$ cat src/design/mft_pkg.sv
// ============================================================
// shared constants and carriers for the multi-function timers
// ============================================================
package mft_pkg;

   // ============================================================
   // mode byte field positions
   // ============================================================
   localparam int MODE_B0    = 0;  // mode select bit 0
   localparam int MODE_B1    = 1;  // mode select bit 1
   localparam int MODE_B2    = 2;  // pulse output / edge select low
   localparam int MODE_B3    = 3;  // active edge select
   localparam int MODE_B4    = 4;  // pin trigger select
   localparam int MODE_B5    = 5;  // 8-bit modulator select
   localparam int MODE_SRC_LO = 6; // count source select low bit
   localparam int MODE_SRC_HI = 7; // count source select high bit

   // ============================================================
   // counter constants
   // ============================================================
   localparam logic [15:0] CNT_ZERO     = 16'h0000; // empty counter
   localparam logic [15:0] CNT_ONE      = 16'h0001; // one-shot end value
   localparam logic [15:0] PER16_LAST   = 16'hFFFE; // 65535 ticks, 0..65534
   localparam logic [15:0] PER8_LAST    = 16'h00FE; // 255 ticks, 0..254
   localparam logic [15:0] READ_UNDEF   = 16'h0000; // value shown on an undefined read
   localparam logic [7:0]  MODE_RST     = 8'h00;    // mode reset value
   localparam int          NUM_SRC      = 4;        // count source taps

   // ============================================================
   // group B edge choices (bits 3:2)
   // ============================================================
   localparam logic [1:0] EDGE_FALL = 2'h0; // falling edges
   localparam logic [1:0] EDGE_RISE = 2'h1; // rising edges
   localparam logic [1:0] EDGE_BOTH = 2'h2; // both edges

   // group A activity state, one-hot
   typedef enum logic [2:0] {
      MFT_IDLE    = 3'h1, // halted or waiting for a trigger
      MFT_ONESHOT = 3'h2, // one-shot pulse active
      MFT_PWM     = 3'h4  // modulator running
   } mft_state_e;

   // software write to a timer
   typedef struct packed {
      logic        en;   // one-cycle write strobe
      logic [15:0] data; // value written
   } mft_wr_s;

endpackage

$ cat src/design/mft_timer_core.sv
`timescale 1ns/100ps
// What this block does
// software picks one-shot with bits 1,2 set
// triggers need start flag; bit4 picks pin
// bit3 picks rising or falling pin edge
// one-shot start bit gives software trigger
// nonzero counter: output high, count down
// at 0001h: low, stop, reload, request
// start flag 0 holds output low
// retrigger while active reloads the counter
// retrigger reloads in the same cycle, not after a count-source cycle
// halted write loads counter; running only reload
// group A read gives undefined data
// bits 0,1,2 set modulate; bit5 picks width
// modulation starts on flag or pin edge
// started modulation ignores further triggers
// 16-bit: m high in 65535 cycles
// request on each output falling edge, none when a cleared start flag forces it low
// reload copied just before next rise
// 8-bit: low byte prescales every n+1
// high byte: (n+1)*m high in (n+1)*255
// group B timer mode counts, reloads, requests
// group B halted write loads counter too
// group B event mode counts chosen pin edges
// start flags clear after reset
module mft_timer_core
#(
   parameter int NUM_A = 5, // group A timers
   parameter int NUM_B = 3  // group B timers
)
(
   input  wire logic                            clk_sys_i,                // system clock
   input  wire logic                            rst_i,                    // async reset, high
   input  wire logic [mft_pkg::NUM_SRC-1:0]     count_tick_i,             // count source pulses
   input  wire logic [NUM_A+NUM_B-1:0]          count_start_i,            // count start flags
   input  wire logic [NUM_A-1:0]                oneshot_start_i,          // one-shot start pulses
   input  wire logic [NUM_A-1:0][7:0]           mode_a_i,                 // group A mode bytes
   input  wire logic [NUM_B-1:0][7:0]           mode_b_i,                 // group B mode bytes
   input  mft_pkg::mft_wr_s [NUM_A-1:0]         wr_a_i,                   // group A writes
   input  mft_pkg::mft_wr_s [NUM_B-1:0]         wr_b_i,                   // group B writes
   input  wire logic [NUM_A-1:0]                group_a_trigger_input_pin_i, // A trigger pins
   input  wire logic [NUM_B-1:0]                group_b_event_input_pin_i,   // B event pins
   output logic      [NUM_A-1:0]                group_a_pulse_output_pin_o,  // A pulse pins
   output logic      [NUM_A-1:0]                irq_a_o,                  // A request pulses
   output logic      [NUM_B-1:0]                irq_b_o,                  // B request pulses
   output logic      [NUM_A-1:0][15:0]          read_a_o,                 // A read data
   output logic      [NUM_B-1:0][15:0]          read_b_o                  // B counter read
);
   import mft_pkg::*;

   // ============================================================
   // start flags, registered so reset clears them
   // ============================================================
   logic [NUM_A+NUM_B-1:0] start_r; // count start flags
   logic [NUM_A-1:0]       osw_r;   // one-shot software trigger

   // flags sampled each edge; reset forces every timer idle
   always_ff @(posedge clk_sys_i or posedge rst_i)
   begin
      if (rst_i)
      begin
         start_r <= '0;
         osw_r   <= '0;
      end
      else
      begin
         start_r <= count_start_i;
         osw_r   <= oneshot_start_i;
      end
   end

   // ============================================================
   // group A: one-shot and modulator
   // ============================================================
   genvar ga;
   generate
      for (ga = 0; ga < NUM_A; ga++)
      begin : g_a
         mft_state_e  st_r;        // activity state
         mft_state_e  st_nxt;      // next state
         logic [15:0] reload_r;    // reload register
         logic [15:0] cnt_r;       // main down counter
         logic [15:0] cnt_nxt;     // next counter
         logic [15:0] per_r;       // modulator period position
         logic [15:0] per_nxt;     // next period position
         logic [7:0]  pre_r;       // 8-bit prescaler
         logic [7:0]  pre_nxt;     // next prescaler
         logic        out_r;       // pulse output
         logic        out_nxt;     // next output
         logic        irq_r;       // request pulse
         logic        irq_nxt;     // next request
         logic        pin_d_r;     // previous pin level
         logic [15:0] reload_nxt;  // next reload

         wire [7:0]  mode     = mode_a_i[ga];                     // mode byte
         wire        run_en   = start_r[ga];                      // count start flag
         wire        tick     = count_tick_i[mode[MODE_SRC_HI:MODE_SRC_LO]]; // selected source
         wire        pin      = group_a_trigger_input_pin_i[ga];  // trigger pin level
         wire        rise     = pin & ~pin_d_r;                   // rising pin edge
         wire        fall     = ~pin & pin_d_r;                   // falling pin edge
         wire        pin_trig = mode[MODE_B3] ? rise : fall;
         wire        os_mode  = ~mode[MODE_B0] & mode[MODE_B1] & mode[MODE_B2]
                                & ~mode[MODE_B5];
         wire        pwm_mode = mode[MODE_B0] & mode[MODE_B1] & mode[MODE_B2];
         wire        is8      = mode[MODE_B5];
         // one-shot: pin or start-bit trigger, only while started
         wire        os_trig  = run_en & (mode[MODE_B4] ? pin_trig : osw_r[ga]);
         // modulator: start flag itself, or pin edge while started
         wire        pwm_trig = run_en & (mode[MODE_B4] ? pin_trig : 1'b1);
         wire        pre_tick = tick & (pre_r == 8'h00);
         wire        mtick    = is8 ? pre_tick : tick;
         wire [15:0] per_last = is8 ? PER8_LAST : PER16_LAST;
         wire [15:0] width    = is8 ? {8'h00, reload_r[15:8]} : reload_r;

         // next-state logic; trigger outranks a count tick
         always_comb
         begin
            st_nxt     = st_r;
            cnt_nxt    = cnt_r;
            per_nxt    = per_r;
            pre_nxt    = pre_r;
            out_nxt    = out_r;
            irq_nxt    = 1'b0;
            reload_nxt = reload_r;
            // software write: counter only follows while halted
            if (wr_a_i[ga].en)
            begin
               reload_nxt = wr_a_i[ga].data;
               if (!run_en)
                  cnt_nxt = wr_a_i[ga].data;
            end
            if (!run_en)
            begin
               // halted: output forced low, nothing runs
               st_nxt  = MFT_IDLE;
               out_nxt = 1'b0;
            end
            else
            begin
               unique case (st_r)
                  MFT_IDLE:
                  begin
                     if (os_mode && os_trig && cnt_r != CNT_ZERO)
                     begin
                        st_nxt  = MFT_ONESHOT;
                        out_nxt = 1'b1;
                     end
                     else if (pwm_mode && pwm_trig)
                     begin
                        st_nxt  = MFT_PWM;
                        per_nxt = CNT_ZERO;
                        pre_nxt = reload_r[7:0];
                        cnt_nxt = width;
                        out_nxt = (width != CNT_ZERO);
                     end
                  end
                  MFT_ONESHOT:
                  begin
                     if (os_trig)
                        cnt_nxt = reload_r;
                     else if (tick)
                     begin
                        if (cnt_r == CNT_ONE)
                        begin
                           st_nxt  = MFT_IDLE;
                           out_nxt = 1'b0;
                           cnt_nxt = reload_r;
                           irq_nxt = 1'b1;
                        end
                        else
                           cnt_nxt = cnt_r - CNT_ONE;
                     end
                  end
                  MFT_PWM:
                  begin
                     // triggers are not looked at here at all
                     if (tick)
                        pre_nxt = (pre_r == 8'h00) ? reload_r[7:0] : pre_r - 8'h01;
                     if (mtick)
                     begin
                        if (per_r == per_last)
                        begin
                           // period wrap: new width taken just before the rise
                           per_nxt = CNT_ZERO;
                           cnt_nxt = width;
                           out_nxt = (width != CNT_ZERO);
                           irq_nxt = out_r & (width == CNT_ZERO);
                        end
                        else
                        begin
                           per_nxt = per_r + CNT_ONE;
                           if (out_r)
                           begin
                              cnt_nxt = cnt_r - CNT_ONE;
                              if (cnt_r == CNT_ONE)
                              begin
                                 out_nxt = 1'b0;
                                 irq_nxt = 1'b1;
                              end
                           end
                        end
                     end
                  end
               endcase
            end
         end

         // state registers of this timer
         always_ff @(posedge clk_sys_i or posedge rst_i)
         begin
            if (rst_i)
            begin
               st_r     <= MFT_IDLE;
               reload_r <= CNT_ZERO;
               cnt_r    <= CNT_ZERO;
               per_r    <= CNT_ZERO;
               pre_r    <= 8'h00;
               out_r    <= 1'b0;
               irq_r    <= 1'b0;
               pin_d_r  <= 1'b0;
            end
            else
            begin
               st_r     <= st_nxt;
               reload_r <= reload_nxt;
               cnt_r    <= cnt_nxt;
               per_r    <= per_nxt;
               pre_r    <= pre_nxt;
               out_r    <= out_nxt;
               irq_r    <= irq_nxt;
               pin_d_r  <= pin;
            end
         end

         // the counter is deliberately not exposed on reads
         assign group_a_pulse_output_pin_o[ga] = out_r;
         assign irq_a_o[ga]                    = irq_r;
         assign read_a_o[ga]                   = READ_UNDEF;
      end
   endgenerate

   // ============================================================
   // group B: timer and event counter
   // ============================================================
   genvar gb;
   generate
      for (gb = 0; gb < NUM_B; gb++)
      begin : g_b
         logic [15:0] reload_r; // reload register
         logic [15:0] cnt_r;    // down counter
         logic        irq_r;    // request pulse
         logic        pin_d_r;  // previous pin level

         wire [7:0] mode   = mode_b_i[gb];                        // mode byte
         wire       run_en = start_r[NUM_A+gb];                   // count start flag
         wire       pin    = group_b_event_input_pin_i[gb];       // event pin
         wire       rise   = pin & ~pin_d_r;                      // rising edge
         wire       fall   = ~pin & pin_d_r;                      // falling edge
         wire [1:0] esel   = mode[MODE_B3:MODE_B2];               // edge choice
         wire       ev_pin = (esel == EDGE_FALL) ? fall :
                             (esel == EDGE_RISE) ? rise :
                             (esel == EDGE_BOTH) ? (rise | fall) : 1'b0;
         wire       tmr_m  = ~mode[MODE_B0] & ~mode[MODE_B1];
         wire       evt_m  = mode[MODE_B0] & ~mode[MODE_B1];
         // measurement modes are not built, so they never count
         wire       ev     = run_en & ((tmr_m & count_tick_i[mode[MODE_SRC_HI:MODE_SRC_LO]])
                                       | (evt_m & ev_pin));
         wire       wrap   = ev & (cnt_r == CNT_ZERO);

         // counter, reload and write handling
         always_ff @(posedge clk_sys_i or posedge rst_i)
         begin
            if (rst_i)
            begin
               reload_r <= CNT_ZERO;
               cnt_r    <= CNT_ZERO;
               irq_r    <= 1'b0;
               pin_d_r  <= 1'b0;
            end
            else
            begin
               pin_d_r <= pin;
               irq_r   <= wrap;
               if (wr_b_i[gb].en)
                  reload_r <= wr_b_i[gb].data;
               // a halted write wins; a running one waits for reload
               if (wr_b_i[gb].en && !run_en)
                  cnt_r <= wr_b_i[gb].data;
               else if (wrap)
                  cnt_r <= reload_r;
               else if (ev)
                  cnt_r <= cnt_r - CNT_ONE;
            end
         end

         assign irq_b_o[gb]  = irq_r;
         assign read_b_o[gb] = cnt_r;
      end
   endgenerate

endmodule

$ cat config.mk
export PLATFORM = sky130hd
export DESIGN_NAME = mft_timer_core
export DESIGN_NICKNAME = d
export VERILOG_FILES = /design/src/design/mft_pkg.sv /design/src/design/mft_timer_core.sv
export SDC_FILE = /design/constraint.sdc
export NUM_CORES = 2
export LEC_CHECK = 0
export BUFFER_PORTS_ARGS = -buffer_cell sky130_fd_sc_hd__buf_2
export CAP_MARGIN = 20
export CORE_MARGIN = 2
export CORE_UTILIZATION = 48
export CTS_CLUSTER_SIZE = 30
export DETAILED_ROUTE_END_ITERATION = 16
export PLACE_DENSITY = 0.68
export RECOVER_POWER = 50
export SETUP_SLACK_MARGIN = 0.3
export SLEW_MARGIN = 0
export SYNTH_ARGS = -nofsm -noshare
export SYNTH_HDL_FRONTEND = slang
export SYNTH_SLANG_ARGS = --single-unit
$ cat constraint.sdc
create_clock -name clk_sys_i -period 19.3 [get_ports clk_sys_i]
set_clock_uncertainty 0.1 [all_clocks]
set_input_delay 0.965 -clock clk_sys_i [delete_from_list [all_inputs] [get_ports clk_sys_i]]
set_output_delay 0.965 -clock clk_sys_i [all_outputs]
set_load 0.03 [all_outputs]
==> flow_summary.json <==
{
  "outcome": "finished, violations left",
  "failed_checks": "capacitance limit, slew limit",
  "synth_cells": 3476,
  "rsz0062_at_grt": "no",
  "fp-row-count": 91,
  "seq_area_um2": 10600,
  "total_leakage_power_nw": 13.5,
  "path_cells": "buf_2, clkinvlp_2, clkbuf_1, buf_4, buf_4",
  "routed_wl_um": 92100,
  "clkPwrFrac_pct": 34.0,
  "setup-tns-final_ns": 0,
  "drtPass1Iterations": 8,
  "synth_seq_cells": 425,
  "cp_num_cells": 5,
  "crit_slowest_cell": "clkinvlp_2",
  "synth-edff-count": 0,
  "syn_area_um2": 30000,
  "drv_slew": 360,
  "synth_cell_types": 109,
  "cp.required_ns": 19.87,
  "max_cap_viol_count": 5,
  "worstPathArrival_ns": 8.23,
  "slowest_delay_ns": 3.02,
  "cpMostUsedCell": "buf_4",
  "drc_errors": 0,
  "start_util_pct": 48.6,
  "clkTransAtPathRegs_ns": 0.06,
  "period_share_pct": 39.7,
  "grt_pass1_wl_um": 146000,
  "grt_pass1_vias": 26400,
  "portBuffers": 281,
  "multiInputGateArea_um2": 17800,
  "cts_tree": "yes",
  "fin_crit_ns": 7.66,
  "critPathTopFamily": "buffers and inverters",
  "die_w_um": 254,
  "hold_violations": 0,
  "viasPerCell": 6.23,
  "h-tree-depth": 2,
  "clock_latency_ns": 0.62,
  "tightest_slew_ns": 5.43,
  "power_frac_comb_pct": 25.4,
  "critPathCaptureType": "asynchronous set/reset pin",
  "fin_area_um2": 33200,
  "clock_sinks": 425,
  "start_kind": "primary input",
  "place.gp.congestion": 0.974,
  "antenna_found_initial": 9,
  "gr-usage-all-layers_pct": 27.9,
  "cts_buffer_depth": 3,
  "vias": 28200,
  "fin_nets": 3916,
  "postCtsSetupBuffers": 0,
  "ir_drop_mv": 0.0719,
  "drt_iter0_markers": 2539,
  "crit_buf_inv": 5,
  "p_switching_mw": 1.02,
  "async_flop_share_pct": 100,
  "crit_fanout": 119,
  "postCtsHoldBufs": 0,
  "internal_power_mw": 1.89,
  "ys_seq_area_share_pct": 35.5,
  "wire_per_inst_um": 20.3,
  "swShare_pct": 35.1,
  "seqPwrFrac_pct": 40.6,
  "maxClockFrequency_mhz": 131,
  "final_layout_size_suffix_gt1_share_pct": 17.0,
  "syn_to_final_growth_pct": 10.7,
  "core_um2": 61700,
  "hpwl_um": 64200,
  "cts_resized": 0,
  "numCtsBuffers": 51,
  "utilization_pct": 53.8,
  "setup_violations": 0,
  "ios": 368,
  "crit_type": "in -> async",
  "grt-ovfl-total": 0,
  "relSlewSlack_pct": -264,
  "hold_depth": 1,
  "n_fill_cell": 5898,
  "grt_max_degree": 120,
  "p_per_area_nw_per_um2": 87.7,
  "root_buffer": "clkbuf_16",
  "die-area_um2": 64500,
  "die_h_um": 254,
  "hp-class": "in -> reg",
  "r2r_cells": 8,
  "synthFlopType": "dfrtp_1",
  "antenna_left": 0,
  "worst_hold_slack_ns": 0.352,
  "postSynthAreaPerCell_um2": 8.63,
  "post_dp_cell_area_um2": 31600,
  "ys_warn_count": 0
}
worst register-to-register path, stage by stage (launching register included):
cell and delay (ns):
dfrtp_1 0.32, clkbuf_1 1.27, clkinv_1 0.95, a311oi_2 0.41, buf_4 0.25, a21oi_1 0.21
o32ai_1 0.52, a22oi_1 0.21, a32oi_1 0.23
cell families (layout without fill, tap and decap cells):
logic type	Yosys count	count (layout)	share of synthesized area (%)
muxes	301	301	11.0
other	1	84	0.0125
DFF	425	425	35.5
xor gates and xnor gates	87	87	2.54
AOI/OAI and AO/OA	1042	1042	22.6
buffers and inverters	369	505	6.05
and+or+nand+nor	1211	1211	20.7
adders and majority gates	40	40	1.67
layout make-up:
type | count | share of cell area (%)
repair buffers | 329 | 5.01
diodes | 4 | 0.0302
flip-flops and latches | 425 | 32.1
multi-input cells | 2761 | 53.7
clock inverters | 23 | 0.716
clock buffers | 72 | 4.41
inverters | 81 | 0.920
well taps | 837 | 3.15
flip-flops by register name, summed over array words and instances, names as in the netlist:
register	flops
start_r	8
g_a.pre_r	40
g_b.reload_r	48
g_a.pin_d_r	5
osw_r	5
g_b.pin_d_r	3
g_b.irq_r	3
g_a.out_r	5
g_b.cnt_r	48
g_a.cnt_r	80
g_a.irq_r	5
g_a.per_r	80
g_a.st_r	15
g_a.reload_r	80
cell usage after synthesis, drive strengths merged (10+ instances only):
library cell | number | area share, %
dfrtp | 420 | 35
nor2 | 321 | 4.1
o21ai | 293 | 4.9
nand2 | 291 | 3.7
a21oi | 236 | 4.0
mux2 | 187 | 7.0
clkbuf | 148 | 1.9
buf | 140 | 3.2
mux2i | 109 | 3.6
nand3 | 99 | 1.7
nor3 | 97 | 1.7
inv | 78 | 0.98
a31oi | 71 | 1.5
nor4 | 66 | 1.7
xnor2 | 56 | 1.6
o31ai | 54 | 1.4
nand4 | 44 | 0.92
ha | 40 | 1.7
o22ai | 40 | 0.83
a211oi | 37 | 0.93
a22oi | 36 | 0.90
nand2b | 35 | 0.73
or3 | 34 | 0.74
nor2b | 33 | 0.69
o211ai | 33 | 0.83
and3 | 32 | 0.67
xor2 | 31 | 0.91
or4 | 29 | 0.76
and2 | 26 | 0.54
o21a | 26 | 0.65
a221oi | 23 | 0.71
or2 | 22 | 0.46
o221ai | 21 | 0.61
nor3b | 18 | 0.48
or3b | 18 | 0.53
and4 | 15 | 0.44
a2111oi | 14 | 0.50
a221o | 14 | 0.47
a21o | 13 | 0.33
a32oi | 12 | 0.35
nand3b | 12 | 0.30
o311ai | 10 | 0.29
path summary, 6_finish.rpt:
kind | slack [ns] | startpoint | to
max | 11.64 | rst_i | g_b[2].cnt_r[6]
min | 0.35 | count_start_i[3] | start_r[3]
max reg2reg | 14.73 | start_r[3] | g_a[3].cnt_r[12]
min reg2reg | 0.39 | g_a[2].per_r[15] | g_a[2].per_r[15]
max in group clk_sys_i | 14.73 | start_r[3] | g_a[3].cnt_r[12]
min in group asynchronous | 1.96 | rst_i | g_a[4].reload_r[1]
per-layer routing:
layer,track usage [%],vias to the layer above,wire length (um)
met3,5.24,232,7690
met4,11.6,8,3590
met2,43.0,1225,40800
met1,38.4,13500,39900
li1,-,13200,-
met5,0,-,50
power by group through the flow:
stage | combinational (mW) | sequential, mW | clock, mW
6_report | 0.739 | 1.18 | 0.988
4_1_cts | 0.736 | 1.18 | 1.02
3_5_place_dp | 0.733 | 1.19 | 0
5_1_grt | 0.818 | 1.20 | 1.05
2_1_floorplan | 0.560 | 1.16 | 0
3_3_place_gp | 0.722 | 1.19 | 0
cell usage in the layout, fill, tap and decap left out, drive strengths merged, types with 22 or more instances in the layout:
master and count:
o31ai 54, a31oi 71, o22ai 40, clkbuf 145, o21ai 293, nand2b 35, a221oi 23, or3 34
mux2 187, nand4 44, a211oi 37, and2 26, nor2 321, nor4 66, dfrtp 420, nor2b 33
xor2 31, a22oi 36, nand2 291, or4 29, a21oi 236, nand3 99, conb 80, and3 32
inv 81, ha 40, mux2i 109, or2 22, o211ai 33, nor3 97, o21a 26, xnor2 56
buf 256
stage by stage:
stage	setup slack, ns	std cells	power, mW
CTS	15.67	4525	2.93
global route	10.03	4531	3.07
finish	11.64	4532	2.91
detailed placement	15.01	4430	1.92
floorplan	6.41	3555	1.72
global placement	15.05	4430	1.91
(Power assumes the default switching activity.)
